--- src/tsb_consts.vh ---
// Constants for the extended tape status byte bank.
// Included by every design file of the bank; definitions only.
`ifndef TSB_CONSTS_VH
`define TSB_CONSTS_VH

// ****************************************************************
// Block sizes and byte offsets (index within a read-out block)
// ****************************************************************
`define TSB_FULL_LEN       5'd17
`define TSB_COND_LEN       5'd9
`define TSB_OFS_WR_ERR     5'd0
`define TSB_OFS_RD_ERR     5'd1
`define TSB_OFS_DIAG_LOG   5'd2
`define TSB_OFS_DIAG_FAIL  5'd3
`define TSB_OFS_TRK_ERR    5'd4
`define TSB_OFS_DETAIL     5'd5
`define TSB_OFS_MISC_FIRST 5'd6
`define TSB_OFS_MISC_LAST  5'd13
`define TSB_OFS_DENSITY    5'd14
`define TSB_OFS_CONFIG     5'd15
`define TSB_OFS_F17        5'd16
`define TSB_OFS_COND_LAST  5'd8

// ****************************************************************
// Density codes
// ****************************************************************
`define TSB_DENS_NRZ       2'h0
`define TSB_DENS_PE        2'h1
`define TSB_DENS_GCR       2'h2

// ****************************************************************
// Field positions
// ****************************************************************
`define TSB_DIAG_IF_MSB    4
`define TSB_DIAG_PNL_MSB   6
`define TSB_DET_NRZ        7
`define TSB_DET_IDENT      6
`define TSB_DET_CORR       5
`define TSB_DET_VPE_GP     4
`define TSB_DET_SKEW       3
`define TSB_DET_MTE        2
`define TSB_DET_FPOST      1
`define TSB_DET_FPRE       0
`define TSB_DET_LRC        2
`define TSB_DET_CRC        1
`define TSB_DET_VPE_NRZ    0

// ****************************************************************
// Reset values and limits
// ****************************************************************
`define TSB_BYTE_RST       8'h00
`define TSB_BYTE_MAX       8'hff
`define TSB_SKEW_LIMIT     4'h8
`define TSB_GCR_FIX_TRK    4'h2
`define TSB_PE_FIX_TRK     4'h1

`endif

--- src/tsb_sat_cnt.v ---
// Saturating byte-wide error counter with synchronous clear.
// Assumes clk_sys domain only; clear and increment are one-cycle pulses.
`timescale 1ns/1ps
`default_nettype none
`include "tsb_consts.vh"

module tsb_sat_cnt #(
    parameter W = 8
) (
    input  wire         clk_sys,  // System clock
    input  wire         sys_rst,  // Synchronous reset, high
    input  wire         clr,      // Clear count
    input  wire         inc,      // Count one event
    output reg  [W-1:0] cnt_q     // Current count
);
    // ****************************************************************
    // Counter
    // ****************************************************************
    always @(posedge clk_sys) begin
        if (sys_rst || clr) begin
            cnt_q <= {W{1'b0}};
        end else if (inc && (cnt_q != {W{1'b1}})) begin
            cnt_q <= cnt_q + {{(W-1){1'b0}}, 1'b1};
        end
    end
endmodule // tsb_sat_cnt

`default_nettype wire

--- src/tsb_detail.v ---
// Hard-error detail byte whose bit meanings follow the active density.
// Assumes event inputs are one-cycle pulses in the clk_sys domain.
`timescale 1ns/1ps
`default_nettype none
`include "tsb_consts.vh"

module tsb_detail (
    input  wire       clk_sys,        // System clock
    input  wire       sys_rst,        // Synchronous reset, high
    input  wire       clr,            // Clear sticky flags
    input  wire [1:0] density,        // Active density code
    input  wire       ident_evt,      // Ident, alignment burst or ident seen
    input  wire       rd_fwd_fmt,     // Forward read expecting formatted block
    input  wire       corr_evt,       // Error was corrected
    input  wire       vpe_evt,        // Vertical parity error
    input  wire       single_drop,    // Single-track dropout present
    input  wire [3:0] skew_bits,      // Measured track-to-track skew
    input  wire       skew_evt,       // Skew measurement valid
    input  wire       drop_evt,       // Track dropout event
    input  wire [3:0] drop_trk_cnt,   // Tracks dropped
    input  wire       fpost_evt,      // False postamble
    input  wire       fpre_evt,       // False preamble
    input  wire       lrc_evt,        // Longitudinal check error
    input  wire       crc_evt,        // Cyclic check error
    output reg  [7:0] detail_q        // Detail byte
);
    reg  [7:0] set_d;
    wire       nrz_w = (density == `TSB_DENS_NRZ);
    wire       pe_w  = (density == `TSB_DENS_PE);

    // ****************************************************************
    // Event decode per density
    // ****************************************************************
    always @* begin
        set_d = 8'h00;
        if (nrz_w) begin
            set_d[`TSB_DET_LRC]     = lrc_evt;
            set_d[`TSB_DET_CRC]     = crc_evt;
            set_d[`TSB_DET_VPE_NRZ] = vpe_evt;
        end else begin
            set_d[`TSB_DET_IDENT]  = ident_evt && rd_fwd_fmt;
            set_d[`TSB_DET_CORR]   = corr_evt;
            set_d[`TSB_DET_VPE_GP] = vpe_evt && !single_drop;
            set_d[`TSB_DET_SKEW]   = skew_evt && (skew_bits > `TSB_SKEW_LIMIT);
            set_d[`TSB_DET_MTE]    = drop_evt && (drop_trk_cnt > (pe_w ? `TSB_PE_FIX_TRK : `TSB_GCR_FIX_TRK));
            set_d[`TSB_DET_FPOST]  = fpost_evt || (pe_w && fpre_evt);
            set_d[`TSB_DET_FPRE]   = fpre_evt;
        end
    end

    // ****************************************************************
    // Sticky flags; a set in the clearing cycle wins
    // ****************************************************************
    always @(posedge clk_sys) begin
        if (sys_rst) begin
            detail_q <= `TSB_BYTE_RST;
        end else begin
            detail_q[6:0]          <= (clr ? 7'h00 : detail_q[6:0]) | set_d[6:0];
            detail_q[`TSB_DET_NRZ] <= nrz_w;
        end
    end
endmodule // tsb_detail

`default_nettype wire

--- src/tsb_status_bank.v ---
// Extended status byte bank: seventeen full and nine condensed bytes.
// Assumes one clk_sys domain; all inputs synchronous; commands are pulses.
`timescale 1ns/1ps
`default_nettype none
`include "tsb_consts.vh"

// Behaviour
// - Seventeen full bytes, nine condensed bytes
// - Access commands return the bytes in order
// - Power-up clears; density, config, condensed last loaded
// - Motion command clears bytes five to twelve
// - Clearing diagnostic clears; density bytes from selection
// - Count on-line write errors in byte one
// - Count on-line hard read errors, byte two
// - Log program number, five or seven bits
// - Without skip, keep failed program and code
// - On-line failure without skip stores code; zero means none
// - Off-line with skip, byte four counts failures
// - On-line track error flags, bit per track
// - Detail bit seven shows NRZ density active
// - Detail bit six: ident found, forward read
// - Corrected error flag, no hard error line
// - Vertical parity without single-track dropout
// - Skew above eight bits sets bit three
// - Multi-track dropout; GCR fixes two tracks
// - False postamble/preamble; PE preamble sets both
// - NRZ: bits LRC, CRC, vertical parity
module tsb_status_bank (
    input  wire       clk_sys,           // System clock, 50 MHz
    input  wire       sys_rst,           // Synchronous power-up reset, high
    input  wire [7:0] cfg_density_byte,  // Stored configuration density byte
    input  wire [7:0] cfg_config_byte,   // Stored second configuration byte
    input  wire [1:0] density_sel,       // Currently selected density
    input  wire       online,            // Unit is on-line
    input  wire       failure_skip,      // Failure-skip option active
    input  wire       cmd_full_status,   // Full-status access command
    input  wire       cmd_cond_status,   // Condensed-status access command
    input  wire       cmd_diag_results,  // Diagnostic results request
    input  wire       motion_accept,     // Tape motion command accepted
    input  wire       diag_clear,        // Status-clearing diagnostic runs
    input  wire       wr_err_evt,        // Write error, hard or corrected
    input  wire       rd_hard_evt,       // Hard read error
    input  wire       diag_call,         // Diagnostic program called
    input  wire       diag_from_panel,   // Call came from control panel
    input  wire [6:0] diag_num,          // Called program number
    input  wire       diag_fail,         // Diagnostic failed
    input  wire [7:0] diag_code,         // Failure code
    input  wire       trk_err_evt,       // Track error detected
    input  wire [7:0] trk_err_mask,      // Tracks in error
    input  wire       ident_evt,         // Ident or alignment_burst found
    input  wire       rd_fwd_fmt,        // Forward read expects formatted block
    input  wire       corr_evt,          // Corrected read error
    input  wire       vpe_evt,           // Vertical parity error
    input  wire       single_drop,       // Single-track dropout present
    input  wire [3:0] skew_bits,         // Measured skew
    input  wire       skew_evt,          // Skew measurement valid
    input  wire       drop_evt,          // Dropout event
    input  wire [3:0] drop_trk_cnt,      // Tracks dropped
    input  wire       fpost_evt,         // False postamble
    input  wire       fpre_evt,          // False preamble
    input  wire       lrc_evt,           // Longitudinal check error
    input  wire       crc_evt,           // Cyclic check error
    input  wire       misc_wr,           // Write strobe for other status bytes
    input  wire [4:0] misc_idx,          // Byte index of that write
    input  wire [7:0] misc_data,         // Data of that write
    output reg        rd_valid_q,        // Status byte on rd_data_q
    output reg  [7:0] rd_data_q,         // Status byte
    output reg        rd_last_q,         // Last byte of block
    output reg        busy_q,            // Read-out in progress
    output reg        hard_error_line_q  // Hard error interface line pulse
);
    // ****************************************************************
    // Declarations
    // ****************************************************************
    localparam ST_IDLE = 1'b0;
    localparam ST_SEND = 1'b1;

    reg        state_q;
    reg        cond_q;
    reg  [4:0] idx_q;
    reg  [4:0] len_q;
    reg        load_q;
    reg  [7:0] diag_program_log_q;
    reg  [7:0] diag_failure_code_q;
    reg  [7:0] track_error_flags_q;
    reg  [7:0] density_status_byte_q;
    reg  [7:0] config_status_byte_q;
    reg  [7:0] condensed_last_byte_q;
    reg  [7:0] f17_q;
    reg  [7:0] misc_q [6:13];
    reg  [7:0] byte_d;
    wire [7:0] write_error_count;
    wire [7:0] read_hard_error_count;
    wire [7:0] hard_error_detail;
    wire       clr_all = diag_clear;
    wire       clr_mot = motion_accept || diag_clear;
    wire       take    = (state_q == ST_IDLE) && !load_q &&
                         (cmd_full_status || cmd_cond_status || cmd_diag_results);
    integer    i;

    function [7:0] sat_inc;
        input [7:0] v;
        begin
            sat_inc = (v == `TSB_BYTE_MAX) ? v : v + 8'h01;
        end
    endfunction

    // ****************************************************************
    // Error counters and detail byte
    // ****************************************************************
    tsb_sat_cnt #(
        .W (8)
    ) u_wr_cnt (
        .clk_sys (clk_sys),
        .sys_rst (sys_rst),
        .clr     (clr_all),
        .inc     (wr_err_evt && online),
        .cnt_q   (write_error_count)
    );

    tsb_sat_cnt #(
        .W (8)
    ) u_rd_cnt (
        .clk_sys (clk_sys),
        .sys_rst (sys_rst),
        .clr     (clr_all),
        .inc     (rd_hard_evt && online),
        .cnt_q   (read_hard_error_count)
    );

    tsb_detail u_detail (
        .clk_sys      (clk_sys),
        .sys_rst      (sys_rst),
        .clr          (clr_mot),
        .density      (density_sel),
        .ident_evt    (ident_evt),
        .rd_fwd_fmt   (rd_fwd_fmt),
        .corr_evt     (corr_evt),
        .vpe_evt      (vpe_evt),
        .single_drop  (single_drop),
        .skew_bits    (skew_bits),
        .skew_evt     (skew_evt),
        .drop_evt     (drop_evt),
        .drop_trk_cnt (drop_trk_cnt),
        .fpost_evt    (fpost_evt),
        .fpre_evt     (fpre_evt),
        .lrc_evt      (lrc_evt),
        .crc_evt      (crc_evt),
        .detail_q     (hard_error_detail)
    );

    // ****************************************************************
    // Hard error line: hard read errors only, corrected ones excluded
    // ****************************************************************
    always @(posedge clk_sys) begin
        if (sys_rst) begin
            hard_error_line_q <= 1'b0;
        end else begin
            hard_error_line_q <= rd_hard_evt;
        end
    end

    // ****************************************************************
    // Diagnostic log and failure byte
    // ****************************************************************
    always @(posedge clk_sys) begin
        if (sys_rst) begin
            diag_program_log_q  <= `TSB_BYTE_RST;
            diag_failure_code_q <= `TSB_BYTE_RST;
        end else begin
            if (diag_call) begin
                if (diag_from_panel) begin
                    diag_program_log_q <= {1'b0, diag_num[`TSB_DIAG_PNL_MSB:0]};
                end else begin
                    diag_program_log_q <= {3'h0, diag_num[`TSB_DIAG_IF_MSB:0]};
                end
            end else if (clr_all) begin
                diag_program_log_q <= `TSB_BYTE_RST;
            end
            if (diag_fail && failure_skip && !online) begin
                diag_failure_code_q <= sat_inc(clr_all ? `TSB_BYTE_RST : diag_failure_code_q);
            end else if (diag_fail && !failure_skip) begin
                diag_failure_code_q <= diag_code;
            end else if (diag_call && !failure_skip) begin
                diag_failure_code_q <= `TSB_BYTE_RST;
            end else if (clr_all) begin
                diag_failure_code_q <= `TSB_BYTE_RST;
            end
        end
    end

    // ****************************************************************
    // Track flags, bytes seven to fourteen and byte seventeen
    // ****************************************************************
    always @(posedge clk_sys) begin
        if (sys_rst) begin
            track_error_flags_q <= `TSB_BYTE_RST;
            f17_q               <= `TSB_BYTE_RST;
            for (i = `TSB_OFS_MISC_FIRST; i <= `TSB_OFS_MISC_LAST; i = i + 1) begin
                misc_q[i] <= `TSB_BYTE_RST;
            end
        end else begin
            track_error_flags_q <= (clr_mot ? 8'h00 : track_error_flags_q) |
                                   ((trk_err_evt && online) ? trk_err_mask : 8'h00);
            for (i = `TSB_OFS_MISC_FIRST; i <= `TSB_OFS_MISC_LAST; i = i + 1) begin
                if (misc_wr && (misc_idx == i[4:0])) begin
                    misc_q[i] <= misc_data;
                end else if (clr_all || (motion_accept && (i <= 11))) begin
                    misc_q[i] <= `TSB_BYTE_RST;
                end
            end
            if (misc_wr && (misc_idx == `TSB_OFS_F17)) begin
                f17_q <= misc_data;
            end else if (clr_all) begin
                f17_q <= `TSB_BYTE_RST;
            end
        end
    end

    // ****************************************************************
    // Configuration-derived bytes
    // ****************************************************************
    always @(posedge clk_sys) begin
        if (sys_rst) begin
            load_q                <= 1'b1;
            density_status_byte_q <= `TSB_BYTE_RST;
            config_status_byte_q  <= `TSB_BYTE_RST;
            condensed_last_byte_q <= `TSB_BYTE_RST;
        end else if (load_q) begin
            load_q                <= 1'b0;
            density_status_byte_q <= cfg_density_byte;
            config_status_byte_q  <= cfg_config_byte;
            condensed_last_byte_q <= cfg_density_byte;
        end else if (clr_all) begin
            density_status_byte_q <= {6'h00, density_sel};
            config_status_byte_q  <= `TSB_BYTE_RST;
            condensed_last_byte_q <= {6'h00, density_sel};
        end
    end

    // ****************************************************************
    // Byte selection for read-out
    // ****************************************************************
    always @* begin
        byte_d = `TSB_BYTE_RST;
        if (cond_q && (idx_q == `TSB_OFS_COND_LAST)) begin
            byte_d = condensed_last_byte_q;
        end else begin
            case (idx_q)
                `TSB_OFS_WR_ERR:    byte_d = write_error_count;
                `TSB_OFS_RD_ERR:    byte_d = read_hard_error_count;
                `TSB_OFS_DIAG_LOG:  byte_d = diag_program_log_q;
                `TSB_OFS_DIAG_FAIL: byte_d = diag_failure_code_q;
                `TSB_OFS_TRK_ERR:   byte_d = track_error_flags_q;
                `TSB_OFS_DETAIL:    byte_d = hard_error_detail;
                `TSB_OFS_DENSITY:   byte_d = density_status_byte_q;
                `TSB_OFS_CONFIG:    byte_d = config_status_byte_q;
                `TSB_OFS_F17:       byte_d = f17_q;
                5'd6, 5'd7, 5'd8, 5'd9, 5'd10, 5'd11, 5'd12, 5'd13: begin
                    byte_d = misc_q[idx_q];
                end
                default:            byte_d = `TSB_BYTE_RST;
            endcase
        end
    end

    // ****************************************************************
    // Read-out sequencer: one byte per clock from the first byte
    // ****************************************************************
    always @(posedge clk_sys) begin
        if (sys_rst) begin
            state_q    <= ST_IDLE;
            cond_q     <= 1'b0;
            idx_q      <= 5'h00;
            len_q      <= 5'h00;
            busy_q     <= 1'b0;
            rd_valid_q <= 1'b0;
            rd_data_q  <= 8'h00;
            rd_last_q  <= 1'b0;
        end else begin
            rd_valid_q <= 1'b0;
            rd_last_q  <= 1'b0;
            case (state_q)
                ST_IDLE: begin
                    if (take) begin
                        state_q <= ST_SEND;
                        cond_q  <= cmd_cond_status && !cmd_full_status && !cmd_diag_results;
                        len_q   <= (cmd_cond_status && !cmd_full_status && !cmd_diag_results) ?
                                   `TSB_COND_LEN : `TSB_FULL_LEN;
                        idx_q   <= 5'h00;
                        busy_q  <= 1'b1;
                    end
                end
                ST_SEND: begin
                    rd_valid_q <= 1'b1;
                    rd_data_q  <= byte_d;
                    if (idx_q == len_q - 5'h01) begin
                        rd_last_q <= 1'b1;
                        state_q   <= ST_IDLE;
                        busy_q    <= 1'b0;
                    end else begin
                        idx_q <= idx_q + 5'h01;
                    end
                end
                default: begin
                    state_q <= ST_IDLE;
                    busy_q  <= 1'b0;
                end
            endcase
        end
    end
endmodule // tsb_status_bank

`default_nettype wire

--- config.mk ---
export PLATFORM = sky130hd
export DESIGN_NAME = tsb_status_bank
export DESIGN_NICKNAME = d
export VERILOG_FILES = /design/src/tsb_sat_cnt.v /design/src/tsb_detail.v /design/src/tsb_status_bank.v
export VERILOG_INCLUDE_DIRS = /design/src
export SDC_FILE = /design/constraint.sdc
export NUM_CORES = 1
export LEC_CHECK = 0
export BUFFER_PORTS_ARGS = -buffer_cell sky130_fd_sc_hd__buf_2
export CAP_MARGIN = 20
export CORE_MARGIN = 2
export CORE_UTILIZATION = 50
export CTS_BUF_LIST = sky130_fd_sc_hd__clkbuf_4 sky130_fd_sc_hd__clkbuf_8 sky130_fd_sc_hd__clkbuf_16
export CTS_CLUSTER_DIAMETER = 50
export CTS_CLUSTER_SIZE = 14
export DETAILED_ROUTE_END_ITERATION = 7
export PLACE_DENSITY = 0.82
export SYNTH_ARGS = -nofsm -noshare
export SYNTH_HDL_FRONTEND = slang
export SYNTH_HIERARCHICAL = 1
export SYNTH_SLANG_ARGS = --single-unit
--- constraint.sdc ---
create_clock -name clk_sys -period 2.4 [get_ports clk_sys]
set_input_delay 0.24 -clock clk_sys [delete_from_list [all_inputs] [get_ports clk_sys]]
set_output_delay 0.24 -clock clk_sys [all_outputs]
set_load 0.01 [all_outputs]
==> impl_metrics.tcl <==
set metrics [dict create \
    cts-buffers-inserted 17 \
    yosys-mux-area-fraction 0.05619 \
    place.gp.congestion 0.9246 \
    clkTransAtPathRegs_ns 0.07 \
    switching_share 0.2554 \
    overflow 0 \
    syn_inst 808 \
    ctsHtreeMaxLevel 4 \
    cts_tree "built" \
    drv_cap 0 \
    globalRouteTotalUtil 0.2666 \
    crit_family "compound AO/OA/AOI/OAI gates" \
    fin_crit_ns 2.246 \
    synth-xor-area-share 0.01055 \
    r2r-start "idx_q[0]" \
    endpoint "rd_data_q[7]" \
    worstRegToRegCells 8 \
    vdd_drop_max_v 0.0005414 \
    setup_viol 0 \
    powerDensity_nw_per_um2 667.3 \
    path_class "reg -> reg" \
    ys_warn_count 6 \
    pin_count 101 \
    io_buffers 100 \
    die_x_um 130.1 \
    required_ns 2.70 \
    synth.avg_cell_area_um2 9.838 \
    yosysSeqAreaShare 0.4861 \
    drcViolationCount 0 \
    comb_power_share 0.088 \
    post-route-util 0.5939 \
    critPathCaptureType "flip-flop" \
    nets 1017 \
    rows 46 \
    via_count 6809 \
    numClockSinks 161 \
    antenna_found_initial 0 \
    routed_via_density 5.931 \
    drtAntennaViolNets 0 \
    fmax_mhz 445.2 \
    hold_violations 0 \
    start_kind "flip-flop" \
    synth_adder_area_share 0.01417 \
    ys_types 79 \
    cp_num_cells 8 \
    worstPathCellList "inv_1 > ha_1 > and4b_1 > a222oi_1 > nand3_1 > a221o_1 > a221oi_2 > nor3_1" \
    syn_to_final_growth_pct 17.39 \
    synth_top_family_by_area "simple AND/OR/NAND/NOR gates" \
    synth_nets 906 \
    internal_power_w 0.004637 \
    critPathMaxStageDelay_ns 0.40 \
    net-switching-power_w 0.001590 \
    r2r_slack_ns 0.15 \
    crit_arrival_ns 2.55 \
    synthArstFlopShare 0 \
    grt_pass1_wl_um 34020 \
    cts_hold_buffers 0 \
    fin_skew_ns 0.009964 \
    pwr-share-seq 0.485 \
    cts_root_buffer "clkbuf_16" \
    hp-class "in -> reg" \
    grt_max_degree 36 \
    wire_per_inst_um 19.40 \
    coreArea_um2 15710 \
    synth_top_area_cell "dfxtp_1" \
    worst_pin_slew_ns 0.7625 \
    first_global_vias 6222 \
    crit_buf_inv 1 \
    initial_core_util 0.5059 \
    synthFlopType "dfxtp_1" \
    diodes 0 \
    synth_area_leaders "dfxtp_1 (24%), edfxtp_1 (24%), and2_1 (5.4%), a21oi_1 (3.8%), nor2_1 (3.4%)" \
    wl_um 22270 \
    pwr-share-clk 0.426 \
    rsz0062_at_grt "false" \
    total_power_w 0.006227 \
    slew_violations 0 \
    status "finished clean" \
    p_leak_nw 3.682 \
    yosys.area_share.simple 0.2435 \
    synth-edff-count 64 \
    drive_gt1_frac 0.2210 \
    final.setup.tns_ns 0 \
    slowest_stage "dfxtp_2" \
    clock_path_buffers 2 \
    path_max_fanout 8 \
    clk_latency_ns 0.43 \
    critPathLaunch "idx_q[0]" \
    synth_top_area_frac 0.2443 \
    dpl.hpwl_um 16160 \
    synth_compound_area_frac 0.1568 \
    first_iter_violations 674 \
    syn-cell-area_um2 7949 \
    fp.dieH_um 130.1 \
    die_area_um2 16920 \
    dr.pass1.iters 5 \
    synth_seq_cells 161 \
    r2r-end "rd_data_q[7]" \
    slew_headroom 0.4898 \
    postCtsSetupBuffers 0 \
    post-route-period-util 0.9359 \
]
## synth_stat cells, drive strengths merged (8+ instances only)
| cell type | n |
|---|---|
| nor3 | 16 |
| nor2 | 72 |
| o22ai | 13 |
| inv | 16 |
| nand3 | 23 |
| a22oi | 11 |
| buf | 21 |
| ha | 9 |
| mux2 | 15 |
| or3 | 8 |
| a211oi | 9 |
| a21oi | 62 |
| nor3b | 21 |
| nor2b | 9 |
| dfxtp | 97 |
| edfxtp | 64 |
| nand2 | 63 |
| a22o | 10 |
| clkbuf | 21 |
| nand2b | 8 |
| and3 | 14 |
| o21ai | 23 |
| nand4 | 11 |
| mux2i | 21 |
| and2 | 71 |
## layout make-up
| type | count | area (um^2) |
|---|---|---|
| fill | 1337 | 6381 |
| clock inverter | 14 | 132.6 |
| multi-input combinational | 589 | 3829 |
| sequential | 161 | 3866 |
| timing repair buffer | 134 | 740.7 |
| clock buffer | 18 | 432.9 |
| inverter | 16 | 60.06 |
| tap | 216 | 270.3 |
## placed cells by master, fill, tap and decap left out, drive strengths merged, types with 6 or more instances in the layout
cell type	n
buf	132
dfxtp	97
nor2	72
and2	71
edfxtp	64
nand2	63
a21oi	62
inv	24
nand3	23
o21ai	23
nor3b	21
mux2i	21
clkbuf	20
nor3	16
mux2	15
and3	14
o22ai	13
nand4	11
a22oi	11
a22o	10
nor2b	9
a211oi	9
ha	9
nand2b	8
or3	8
a32oi	6
and3b	6
a31oi	6
## worst min path at each step
stage	startpoint	endpoint	slack [ns]	cells past startpoint
finish	trk_err_mask[6]	track_error_flags_q[6]	0.02	2
global route	trk_err_mask[6]	track_error_flags_q[6]	0.01	2
CTS	trk_err_mask[6]	track_error_flags_q[6]	0.009	2
detailed placement	trk_err_mask[7]	track_error_flags_q[7]	0.46	2
global placement	len_q[4]	len_q[4]	0.46	2
floorplan	sys_rst	load_q	0.27	0
## cells by family (layout without fill, tap and decap cells)
kind of cell               Yosys count  in the layout
adders and majority gates            9              9
xor gates and xnor gates             8              8
muxes                               39             39
AOI/OAI and AO/OA                  183            183
and+or+nand+nor                    350            350
buffers and inverters               58            182
DFF                                161            161
## power by group through the flow
| stage | clock network [W] | logic [W] | registers, W |
|---|---|---|---|
| after floorplan | 0 | 0.000314 | 0.00305 |
| after CTS | 0.00268 | 0.000541 | 0.00302 |
| after detailed placement | 0 | 0.000538 | 0.00308 |
| after global routing | 0.00280 | 0.000599 | 0.00303 |
| final | 0.00265 | 0.000551 | 0.00302 |
| after global placement | 0 | 0.000529 | 0.00308 |
## flip-flops by register name, summed over array words and instances, names as in the netlist, 3 cells and up, named ones only
name                   cells
misc_q                    64
condensed_last_byte_q      8
config_status_byte_q       8
diag_failure_code_q        8
f17_q                      8
rd_data_q                  8
track_error_flags_q        8
u_detail/detail_q          8
u_rd_cnt/cnt_q             8
u_wr_cnt/cnt_q             8
diag_program_log_q         7
idx_q                      5
len_q                      3
## per-layer routing
metal,GRT usage,vias to the layer above,wire [um]
li1,-,3206,-
met1,0.3797,3263,9818
met2,0.4167,307,10280
met3,0.06068,33,1777
met4,0.06325,0,394
met5,0,-,0
## stage by stage
stage          worst slack (ns)  hold slack (ns)  cell area (um^2)  instances
2_1_floorplan            0.2527           0.2677              7949        808
3_3_place_gp             0.1826           0.4570              8722       1109
3_5_place_dp            0.08713           0.4613              8732       1111
4_1_cts                 0.08226         0.009276              9298       1143
5_1_grt                 0.03358          0.01020              9331       1148
6_report                 0.1539          0.02323              9331       1148
## worst register-to-register path, stage by stage, from the launching register on
cell and delay (ns):
dfxtp_2 0.40, inv_1 0.08, ha_1 0.24, and4b_1 0.29, a222oi_1 0.39, nand3_1 0.11, a221o_1 0.30, a221oi_2 0.23
nor3_1 0.07
## what timing repair did
action,4_1_cts,5_1_grt
hold endpoints to repair,0,0
setup endpoints to repair,0,6
gates resized for setup,0,4
Power figures use the tool's default switching activity.
